### config.mk
export PLATFORM = sky130hd
export DESIGN_NAME = programmable_down_timer
export DESIGN_NICKNAME = d
export VERILOG_FILES = /design/src/rtl/timer_pkg.sv /design/src/rtl/timer_cfg_if.sv /design/src/rtl/timer_prescaler.sv /design/src/rtl/programmable_down_timer.sv
export VERILOG_INCLUDE_DIRS = /design/src /design/src/rtl
export SDC_FILE = /design/constraint.sdc
export NUM_CORES = 1
export LEC_CHECK = 0
export BUFFER_PORTS_ARGS = -buffer_cell sky130_fd_sc_hd__buf_4
export CAP_MARGIN = 40
export CORE_MARGIN = 2
export CORE_UTILIZATION = 54
export CTS_CLUSTER_DIAMETER = 30
export DETAILED_ROUTE_END_ITERATION = 8
export PLACE_DENSITY = 0.84
export SLEW_MARGIN = 0
export SYNTH_ARGS = -nofsm -noshare
export SYNTH_HDL_FRONTEND = slang
export SYNTH_SLANG_ARGS = --single-unit
### constraint.sdc
create_clock -name clk -period 2.02 [get_ports clk]
set_input_delay 0.404 -clock clk [delete_from_list [all_inputs] [get_ports clk]]
set_output_delay 0.404 -clock clk [all_outputs]
set_load 0.01 [all_outputs]
### src/rtl/programmable_down_timer_consts.svh
// constants for the programmable down timer
// Function
// - two-bit prescaler ratio, code 10 divides 32
// - two-bit source select: high, low, pin, filtered
// - noise rejector clock 1024 or 256 Hz
// - overflow reaches output only when enabled
// - run bit gates counting, resets stopped
// - writing one to reload bit loads counter
// - reload value in two read/write nibbles
// - live count in two read-only nibbles
// - timer interrupt mask bit, resets masked
// - read-only interrupt factor flag, resets zero
// - overflow on shared pin only when selected
`ifndef PROGRAMMABLE_DOWN_TIMER_CONSTS_SVH
`define PROGRAMMABLE_DOWN_TIMER_CONSTS_SVH

// ***************************
// register addresses
// ***************************
`define ADDR_PRESCALE    8'hE8
`define ADDR_SOURCE      8'hE9
`define ADDR_CONTROL     8'hEA
`define ADDR_RELOAD_LO   8'hEB
`define ADDR_RELOAD_HI   8'hEC
`define ADDR_COUNT_LO    8'hED
`define ADDR_COUNT_HI    8'hEE
`define ADDR_IRQ_MASK    8'hF0
`define ADDR_IRQ_FLAG    8'hF8

// ***************************
// control field positions
// ***************************
`define CTRL_FORCE_RELOAD 0
`define CTRL_RUN          1
`define CTRL_OUT_ENABLE   2
`define CTRL_FILTER_RATE  3

// ***************************
// reset values
// ***************************
`define RST_FIELD2  2'h0
`define RST_NIBBLE  4'h0
`define RST_BYTE    8'h00
`define RST_BIT     1'h0

// ***************************
// prescaler ratios (divide by value)
// ***************************
`define PS_DIV_0  8'h01
`define PS_DIV_1  8'h04
`define PS_DIV_2  8'h20
`define PS_DIV_3  8'h80

// ***************************
// timing
// ***************************
`define CLK_HZ       50000000
`define NR_FAST_HZ   1024
`define NR_SLOW_HZ   256
`define NR_CNT_W     18

`endif

### src/rtl/timer_pkg.sv
// types shared by the programmable down timer
package timer_pkg;

  typedef enum logic [1:0] {
    SRC_FILTERED = 2'h0,
    SRC_PIN      = 2'h1,
    SRC_LOW_OSC  = 2'h2,
    SRC_HIGH_OSC = 2'h3
  } count_source_e;

  typedef enum logic [1:0] {
    NR_LOW       = 2'h0,
    NR_RISE_CHK  = 2'h1,
    NR_HIGH      = 2'h3,
    NR_FALL_CHK  = 2'h2
  } rejector_state_e;

endpackage

### src/rtl/timer_cfg_if.sv
// carrier between timer control and its clock prescaler
`timescale 1ns/1ps
interface timer_cfg_if;
  import timer_pkg::*;
  count_source_e countSource;
  logic [1:0]    prescaleRatio;
  logic [3:0]    sourceEdge;
  logic          prescaledTick;

  modport ctrl (output countSource, output prescaleRatio, output sourceEdge,
                input prescaledTick);
  modport gen  (input countSource, input prescaleRatio, input sourceEdge,
                output prescaledTick);
endinterface

### src/rtl/timer_prescaler.sv
// source selection and prescaler for the programmable down timer
`timescale 1ns/1ps
`include "programmable_down_timer_consts.svh"
module timer_prescaler
  import timer_pkg::*;
(
  input  wire logic clk,
  input  wire logic rst,
  timer_cfg_if.gen  cfg
);

  logic [7:0] divCount_reg;
  logic [7:0] divLimit;
  logic       srcEdge;
  logic       tick_reg;

  // ***************************
  // ratio decode
  // ***************************
  function automatic logic [7:0] ratioOf(input logic [1:0] code);
    unique case (code)
      2'h0: ratioOf = `PS_DIV_0;
      2'h1: ratioOf = `PS_DIV_1;
      2'h2: ratioOf = `PS_DIV_2;
      2'h3: ratioOf = `PS_DIV_3;
    endcase
  endfunction

  always_comb begin
    divLimit = ratioOf(cfg.prescaleRatio) - 8'h01;
    srcEdge  = cfg.sourceEdge[cfg.countSource];
  end

  // ***************************
  // divider
  // ***************************
  always_ff @(posedge clk) begin
    if (rst) begin
      divCount_reg <= `RST_BYTE;
      tick_reg     <= `RST_BIT;
    end else begin
      tick_reg <= 1'b0;
      if (srcEdge) begin
        if (divCount_reg >= divLimit) begin
          divCount_reg <= `RST_BYTE;
          tick_reg     <= 1'b1;
        end else begin
          divCount_reg <= divCount_reg + 8'h01;
        end
      end
    end
  end

  assign cfg.prescaledTick = tick_reg;

endmodule

### src/rtl/programmable_down_timer.sv
// programmable 8-bit down timer with nibble-wide register port
`timescale 1ns/1ps
`include "programmable_down_timer_consts.svh"
module programmable_down_timer
  import timer_pkg::*;
#(
  parameter int NR_FAST_CYCLES = `CLK_HZ / `NR_FAST_HZ,
  parameter int NR_SLOW_CYCLES = `CLK_HZ / `NR_SLOW_HZ
)(
  input  wire logic       clk,
  input  wire logic       rst,
  input  wire logic [7:0] regAddr,
  input  wire logic [3:0] regWrData,
  input  wire logic       regWrEn,
  input  wire logic       regRdEn,
  output logic [3:0]      regRdData,
  input  wire logic       highSpeedOscillator,
  input  wire logic       lowSpeedOscillator,
  input  wire logic       externalCountPin,
  input  wire logic       overflowPinSelect,
  output logic            overflowPinOut,
  output logic            overflowPinOe,
  output logic            timerIrqReq
);

  // ***************************
  // declarations
  // ***************************
  logic [1:0]       prescaleRatioField_reg;
  count_source_e    countSourceField_reg;
  logic             filterRateBit_reg;
  logic             overflowOutEnable_reg;
  logic             countRunBit_reg;
  logic [7:0]       reloadValue_reg;
  logic [7:0]       countValue_reg;
  logic             timerIrqMask_reg;
  logic             timerIrqFlag_reg;
  logic             overflowSignal_reg;
  logic [3:0]       regRdData_reg;
  logic             overflowPinOut_reg;
  logic             overflowPinOe_reg;
  logic             timerIrqReq_reg;
  logic             forceReload;
  logic             flagRead;
  logic [2:0]       rawIn;
  logic [2:0]       syncA_reg;
  logic [2:0]       syncB_reg;
  logic [2:0]       syncC_reg;
  logic [2:0]       stable_reg;
  logic [2:0]       stablePrev_reg;
  logic [2:0]       riseEdge;
  logic [`NR_CNT_W-1:0] nrCount_reg;
  logic [`NR_CNT_W-1:0] nrLimit;
  logic             nrTick_reg;
  rejector_state_e  nrState_reg;
  logic             filteredEdge_reg;

  timer_cfg_if cfg ();

  // ***************************
  // register decode
  // ***************************
  function automatic logic hit(input logic [7:0] addr, input logic [7:0] offs);
    hit = (addr == offs);
  endfunction

  assign forceReload = regWrEn && hit(regAddr, `ADDR_CONTROL)
                       && regWrData[`CTRL_FORCE_RELOAD];
  assign flagRead    = regRdEn && hit(regAddr, `ADDR_IRQ_FLAG);

  // ***************************
  // prescale and source fields
  // ***************************
  always_ff @(posedge clk) begin
    if (rst) begin
      prescaleRatioField_reg <= `RST_FIELD2;
      countSourceField_reg   <= SRC_FILTERED;
    end else if (regWrEn) begin
      if (hit(regAddr, `ADDR_PRESCALE)) begin
        prescaleRatioField_reg <= regWrData[1:0];
      end
      if (hit(regAddr, `ADDR_SOURCE)) begin
        countSourceField_reg <= count_source_e'(regWrData[1:0]);
      end
    end
  end

  // ***************************
  // control bits
  // ***************************
  always_ff @(posedge clk) begin
    if (rst) begin
      filterRateBit_reg     <= `RST_BIT;
      overflowOutEnable_reg <= `RST_BIT;
      countRunBit_reg       <= `RST_BIT;
    end else if (regWrEn && hit(regAddr, `ADDR_CONTROL)) begin
      filterRateBit_reg     <= regWrData[`CTRL_FILTER_RATE];
      overflowOutEnable_reg <= regWrData[`CTRL_OUT_ENABLE];
      countRunBit_reg       <= regWrData[`CTRL_RUN];
    end
  end

  // ***************************
  // reload value
  // ***************************
  always_ff @(posedge clk) begin
    if (rst) begin
      reloadValue_reg <= `RST_BYTE;
    end else if (regWrEn) begin
      if (hit(regAddr, `ADDR_RELOAD_LO)) begin
        reloadValue_reg[3:0] <= regWrData;
      end
      if (hit(regAddr, `ADDR_RELOAD_HI)) begin
        reloadValue_reg[7:4] <= regWrData;
      end
    end
  end

  // ***************************
  // interrupt mask
  // ***************************
  always_ff @(posedge clk) begin
    if (rst) begin
      timerIrqMask_reg <= `RST_BIT;
    end else if (regWrEn && hit(regAddr, `ADDR_IRQ_MASK)) begin
      timerIrqMask_reg <= regWrData[0];
    end
  end

  // ***************************
  // input synchronisers
  // ***************************
  assign rawIn = {externalCountPin, lowSpeedOscillator, highSpeedOscillator};

  genvar gi;
  generate
    for (gi = 0; gi < 3; gi++) begin : gSync
      always_ff @(posedge clk) begin
        if (rst) begin
          syncA_reg[gi]      <= 1'b0;
          syncB_reg[gi]      <= 1'b0;
          syncC_reg[gi]      <= 1'b0;
          stable_reg[gi]     <= 1'b0;
          stablePrev_reg[gi] <= 1'b0;
        end else begin
          syncA_reg[gi]      <= rawIn[gi];
          syncB_reg[gi]      <= syncA_reg[gi];
          syncC_reg[gi]      <= syncB_reg[gi];
          stablePrev_reg[gi] <= stable_reg[gi];
          if (syncB_reg[gi] == syncC_reg[gi]) begin
            stable_reg[gi] <= syncC_reg[gi];
          end
        end
      end
      assign riseEdge[gi] = stable_reg[gi] && !stablePrev_reg[gi];
    end
  endgenerate

  // ***************************
  // noise rejector sampling clock
  // ***************************
  assign nrLimit = filterRateBit_reg
                   ? `NR_CNT_W'(NR_FAST_CYCLES - 1)
                   : `NR_CNT_W'(NR_SLOW_CYCLES - 1);

  always_ff @(posedge clk) begin
    if (rst) begin
      nrCount_reg <= '0;
      nrTick_reg  <= 1'b0;
    end else if (nrCount_reg >= nrLimit) begin
      nrCount_reg <= '0;
      nrTick_reg  <= 1'b1;
    end else begin
      nrCount_reg <= nrCount_reg + `NR_CNT_W'(1);
      nrTick_reg  <= 1'b0;
    end
  end

  // ***************************
  // noise rejector
  // ***************************
  always_ff @(posedge clk) begin
    if (rst) begin
      nrState_reg      <= NR_LOW;
      filteredEdge_reg <= 1'b0;
    end else begin
      filteredEdge_reg <= 1'b0;
      if (nrTick_reg) begin
        unique case (nrState_reg)
          NR_LOW: begin
            if (stable_reg[2]) begin
              nrState_reg <= NR_RISE_CHK;
            end
          end
          NR_RISE_CHK: begin
            if (stable_reg[2]) begin
              nrState_reg      <= NR_HIGH;
              filteredEdge_reg <= 1'b1;
            end else begin
              nrState_reg <= NR_LOW;
            end
          end
          NR_HIGH: begin
            if (!stable_reg[2]) begin
              nrState_reg <= NR_FALL_CHK;
            end
          end
          NR_FALL_CHK: begin
            if (!stable_reg[2]) begin
              nrState_reg <= NR_LOW;
            end else begin
              nrState_reg <= NR_HIGH;
            end
          end
        endcase
      end
    end
  end

  // ***************************
  // prescaler
  // ***************************
  assign cfg.countSource   = countSourceField_reg;
  assign cfg.prescaleRatio = prescaleRatioField_reg;
  assign cfg.sourceEdge    = {riseEdge[0], riseEdge[1], riseEdge[2], filteredEdge_reg};

  timer_prescaler uPrescaler (
    .clk (clk),
    .rst (rst),
    .cfg (cfg)
  );

  // ***************************
  // down counter
  // ***************************
  always_ff @(posedge clk) begin
    if (rst) begin
      countValue_reg     <= `RST_BYTE;
      overflowSignal_reg <= 1'b0;
    end else begin
      overflowSignal_reg <= 1'b0;
      if (forceReload) begin
        countValue_reg <= reloadValue_reg;
      end else if (countRunBit_reg && cfg.prescaledTick) begin
        if (countValue_reg == `RST_BYTE) begin
          countValue_reg     <= reloadValue_reg;
          overflowSignal_reg <= 1'b1;
        end else begin
          countValue_reg <= countValue_reg - 8'h01;
        end
      end
    end
  end

  // ***************************
  // interrupt factor flag
  // ***************************
  always_ff @(posedge clk) begin
    if (rst) begin
      timerIrqFlag_reg <= `RST_BIT;
    end else if (overflowSignal_reg) begin
      timerIrqFlag_reg <= 1'b1;
    end else if (flagRead) begin
      timerIrqFlag_reg <= 1'b0;
    end
  end

  // ***************************
  // read port
  // ***************************
  always_ff @(posedge clk) begin
    if (rst) begin
      regRdData_reg <= `RST_NIBBLE;
    end else if (regRdEn) begin
      regRdData_reg <= `RST_NIBBLE;
      if (hit(regAddr, `ADDR_PRESCALE)) begin
        regRdData_reg <= {2'h0, prescaleRatioField_reg};
      end
      if (hit(regAddr, `ADDR_SOURCE)) begin
        regRdData_reg <= {2'h0, countSourceField_reg};
      end
      if (hit(regAddr, `ADDR_CONTROL)) begin
        regRdData_reg <= {filterRateBit_reg, overflowOutEnable_reg,
                          countRunBit_reg, 1'b0};
      end
      if (hit(regAddr, `ADDR_RELOAD_LO)) begin
        regRdData_reg <= reloadValue_reg[3:0];
      end
      if (hit(regAddr, `ADDR_RELOAD_HI)) begin
        regRdData_reg <= reloadValue_reg[7:4];
      end
      if (hit(regAddr, `ADDR_COUNT_LO)) begin
        regRdData_reg <= countValue_reg[3:0];
      end
      if (hit(regAddr, `ADDR_COUNT_HI)) begin
        regRdData_reg <= countValue_reg[7:4];
      end
      if (hit(regAddr, `ADDR_IRQ_MASK)) begin
        regRdData_reg <= {3'h0, timerIrqMask_reg};
      end
      if (hit(regAddr, `ADDR_IRQ_FLAG)) begin
        regRdData_reg <= {3'h0, timerIrqFlag_reg};
      end
    end
  end

  // ***************************
  // outputs
  // ***************************
  always_ff @(posedge clk) begin
    if (rst) begin
      overflowPinOut_reg <= 1'b0;
      overflowPinOe_reg  <= 1'b0;
    end else begin
      overflowPinOe_reg  <= overflowPinSelect;
      overflowPinOut_reg <= overflowSignal_reg && overflowOutEnable_reg
                            && overflowPinSelect;
    end
  end

  always_ff @(posedge clk) begin
    if (rst) begin
      timerIrqReq_reg <= 1'b0;
    end else begin
      timerIrqReq_reg <= timerIrqFlag_reg && timerIrqMask_reg;
    end
  end

  assign regRdData      = regRdData_reg;
  assign overflowPinOut = overflowPinOut_reg;
  assign overflowPinOe  = overflowPinOe_reg;
  assign timerIrqReq    = timerIrqReq_reg;

endmodule

==> flow_summary_export.csv <==
group,metric,value,unit
cells_and_area,synthesis_to_layout_area_growth,17.9,%
sta,fin_worst_skew,10.7,ps
sta,timing.slew.headroom,66.6,%
worst_hold_path,min-delay-start,"lowSpeedOscillator",
cells_and_area,finish.utilization,65.0,%
setup_path,timing.critical_path.slowest_cell_delay,340,ps
cells_and_area,number_of_flip_flops_under_the_largest_register_name,18,
synth,yosys_synthesis_warning_count,0,
sta,worst_pin_slew,495,ps
place,half_perimeter_wire_length_after_placement,6420,um
place,dpl_worst_slack,-99.4,ps
pwr,ir_drop,509,uV
synth,number_of_distinct_library_cell_variants_in_the_gate_level_netlist_after_synthesis,54,
sta,layout_worst_path_cycle_share,102,%
pwr,p_per_area,633,nW/um^2
floorplanning,rows,31,
setup_path,criticalPathCategory,"reg2reg",
routing,detail_route.vias_per_cell,5.65,
grt,grt_pass1_vias,3183,
grt,antenna_found_initial,0,
setup_path,worst_ep_arrival_time,2300,ps
sta,final_hold_viol_count,0,
routing,drt_first_iter_violations,295,
synth,synth_edf_count,0,
floorplanning,die_height,89.4,um
synth,synthesis.instances,474,
cells_and_area,layout.filler_cells,620,
cells_and_area,drive_gt1_share,17.7,%
grt,largest_net_degree_at_the_start_of_global_routing,51,
setup_path,type_of_origin_of_the_critical_path,"flip-flop",
setup_path,critical-path-slowest-cell,"dfxtp_2",
floorplanning,die-area,7990,um^2
grt,grt_overflow,0,
clock_tree,clock_sinks,79,
cells_and_area,final-seq-area,1590,um^2
synth,mapped_nets,516,
setup_path,regToRegStartpoint,"cfg.prescaleRatio[1]$_SDFFE_PP0P_",
setup_path,crit_path_cell_trace,"or2_4, ha_4, ha_4, o21ai_2, o211ai_1, a21oi_2, and3_1, a211o_1",
sta,final.min_clock_period,2050,ps
clock_tree,tritoncts.num_buffers,9,
place,numPortBuffers,26,
sta,achievable-frequency,0.487,GHz
synth,synth-seq-cells,79,
cells_and_area,fin_nets,557,
routing,num_vias,3498,
synth,synthesized_cell_area,3940,um^2
routing,dr.pass1.iters,5,
place,routabilityCongestion,0.928,
setup_path,buffers_and_inverters_on_the_worst_path,0,
sta,final.hold.worst_slack,243,ps
clock_tree,ctsHtreeMaxLevel,3,
setup_path,top_cell_family_by_delay_on_the_critical_path,"compound AO/OA/AOI/OAI gates",
setup_path,critPathLaunch,"cfg.prescaleRatio[1]$_SDFFE_PP0P_",
routing,postRouteWirelength,9180,um
setup_path,crit_path_frequent_cell,"ha_4",
job,cap_viol_max_count,0,
sta,fin_ws,-31.7,ps
routing,route.detailed.wl_per_inst,14.8,um
worst_hold_path,worst_hold_path_type,"in2reg",
sta,setup_violations,1,
setup_path,endpoint_kind,"flip-flop",
floorplanning,core_area,7140,um^2
synth,ys_dominant_reg_cell,"dfxtp_1",
sta,maxSlewViolCount,0,
cells_and_area,antenna_cells,0,
synth,synth.yosys.seq_area_share,40.2,%
sta,unrepaired_setup_endpoints_after_global_routing,"yes",
routing,ant_nets,0,
run_status,run_status,"finished, violations left",
clock_tree,cts.clk_slew.worst_paths,100,ps
clock_tree,clock_latency_reported_for_the_late_side_of_the_worst_skew_pair,360,ps
clock_tree,cts-root-buf,"clkbuf_8",
floorplanning,start_util,55.2,%
floorplanning,ioPinCount,27,
setup_path,critical_path_required,2270,ps
run_status,violations,"setup timing",
clock_tree,cts-root-to-sink-buffers,2,
synth,syn_area_per_cell,8.31,um^2
clock_tree,cts.hold.buffers_added,0,
cells_and_area,multi_input_area,2250,um^2
clock_tree,cts_post_setup_buffers_inserted,0,
grt,grt_usage,23.6,%
grt,grt_first_pass_wirelength,14700,um
routing,detail_route.drc_violations,0,
floorplanning,die_width,89.4,um
synth,synth-async-reset-ratio,0,%
setup_path,critical_path_maximum_fanout,4,
clock_tree,cts_tree,"yes",
pwr,leakage_component_of_the_power,1.87,nW
-- area by class of cell --
class / instances / area share (%)
clock inverter: 7 / 1.62
clock buffer: 9 / 2.67
multi-input combinational: 355 / 48.4
tap: 99 / 2.67
sequential: 79 / 34.2
inverter: 20 / 1.62
timing repair buffer: 50 / 8.89
-- per-layer routing --
layer | GRT usage [%] | up-vias | part of all wire, %
li1 | - | 1756 | -
met1 | 29.5 | 1639 | 42
met2 | 39.7 | 87 | 50
met3 | 4.34 | 16 | 5.0
met4 | 10.2 | 0 | 2.3
met5 | 0 | - | 0
-- Yosys cell counts (5+ instances only) --
library cell   n  area share, %
dfxtp_1       79             40
nor2_1        61            5.8
nand2_1       45            4.3
a21oi_1       34            4.3
o21ai_0       25            3.2
nand3_1       24            3.1
ha_1          22            7.0
inv_1         20            1.9
nor2b_1       16            2.5
clkbuf_1      12            1.1
mux2i_1       10            2.5
xor2_1        10            2.2
and3_1         9            1.4
nor3_1         9            1.1
nor3b_1        7            1.3
nor4_1         6           0.95
o22ai_1        6           0.95
xnor2_1        6            1.3
a31oi_1        5           0.79
nand2b_1       5           0.79
-- worst reg2reg max path, stage by stage (launching register included) --
cell      delay [ps]
dfxtp_2          340
or2_4            270
ha_4             220
ha_4             260
o21ai_2           50
o211ai_1         280
a21oi_2          110
and3_1           190
a211o_1          220
-- worst paths after layout --
| check | endpoint | slack (ps) | depth (start not counted) |
|---|---|---|---|
| worst max-delay path | uPrescaler.divCount_reg[7]$_SDFFE_PP0P_ | -30 | 8 |
| worst max register to register | uPrescaler.divCount_reg[7]$_SDFFE_PP0P_ | -30 | 8 |
| worst min-delay path | syncA_reg[1]$_SDFF_PP0_ | 240 | 2 |
| worst min register to register | syncB_reg[0]$_SDFF_PP0_ | 450 | 1 |
-- cell usage in the layout (no fill, tap or decap), types with 3 or more instances in the layout --
master and n:
ha_1 20, buf_4 47, a31oi_1 5, nor2b_1 16, inv_1 20, clkbuf_8 9, nand2b_1 5, dfxtp_2 3
nand2_1 44, xor2_1 10, nand3_1 24, nor3_1 9, mux2i_1 10, a22oi_1 4, a211oi_2 3, o22ai_1 6
inv_8 3, nor2_1 59, a21oi_1 33, and3_1 9, nand3b_1 3, dfxtp_1 76, nor4b_1 3, xnor2_1 6
a21o_1 3, nor3b_1 7, a32oi_1 4, nor4_1 6, mux2_2 4, o21ai_0 23
-- stage by stage --
step           instance area, um^2  power [mW]  TNS, ps  std cells
2_1_floorplan                 3940        1.71        0        474
3_3_place_gp                  4340        1.77    -28.3        602
3_5_place_dp                  4340        1.78     -676        602
4_1_cts                       4580        2.95        0        618
5_1_grt                       4640        3.04     -357        619
6_report                      4640        2.94    -31.7        619
-- where the power goes --
group | internal (mW) | total (mW) | switching [mW]
clock network | 0.489 | 1.18 | 0.692
logic | 0.0762 | 0.177 | 0.101
registers | 1.57 | 1.58 | 0.00922
-- what timing repair did --
action,4_1_cts,5_1_grt
gates resized for setup,8,11
pin swaps,6,8
setup endpoints to repair,20,27
cloned,0,1
-- kinds of logic (layout without fill, tap and decap cells) --
| group | count (synthesis) | in the layout | synth area share, % |
|---|---|---|---|
| AO/OA/AOI/OAI | 100 | 100 | 15.6 |
| XOR/XNOR | 16 | 16 | 3.56 |
| adder cells (fa/ha/maj) | 22 | 22 | 6.99 |
| buffers and inverters | 40 | 86 | 4.64 |
| flip-flops | 79 | 79 | 40.2 |
| multiplexers | 14 | 14 | 3.69 |
| other | 1 | 1 | 0.0952 |
| AND/OR/NAND/NOR | 202 | 202 | 25.3 |
No activity file was read; power rests on OpenSTA's default activity.
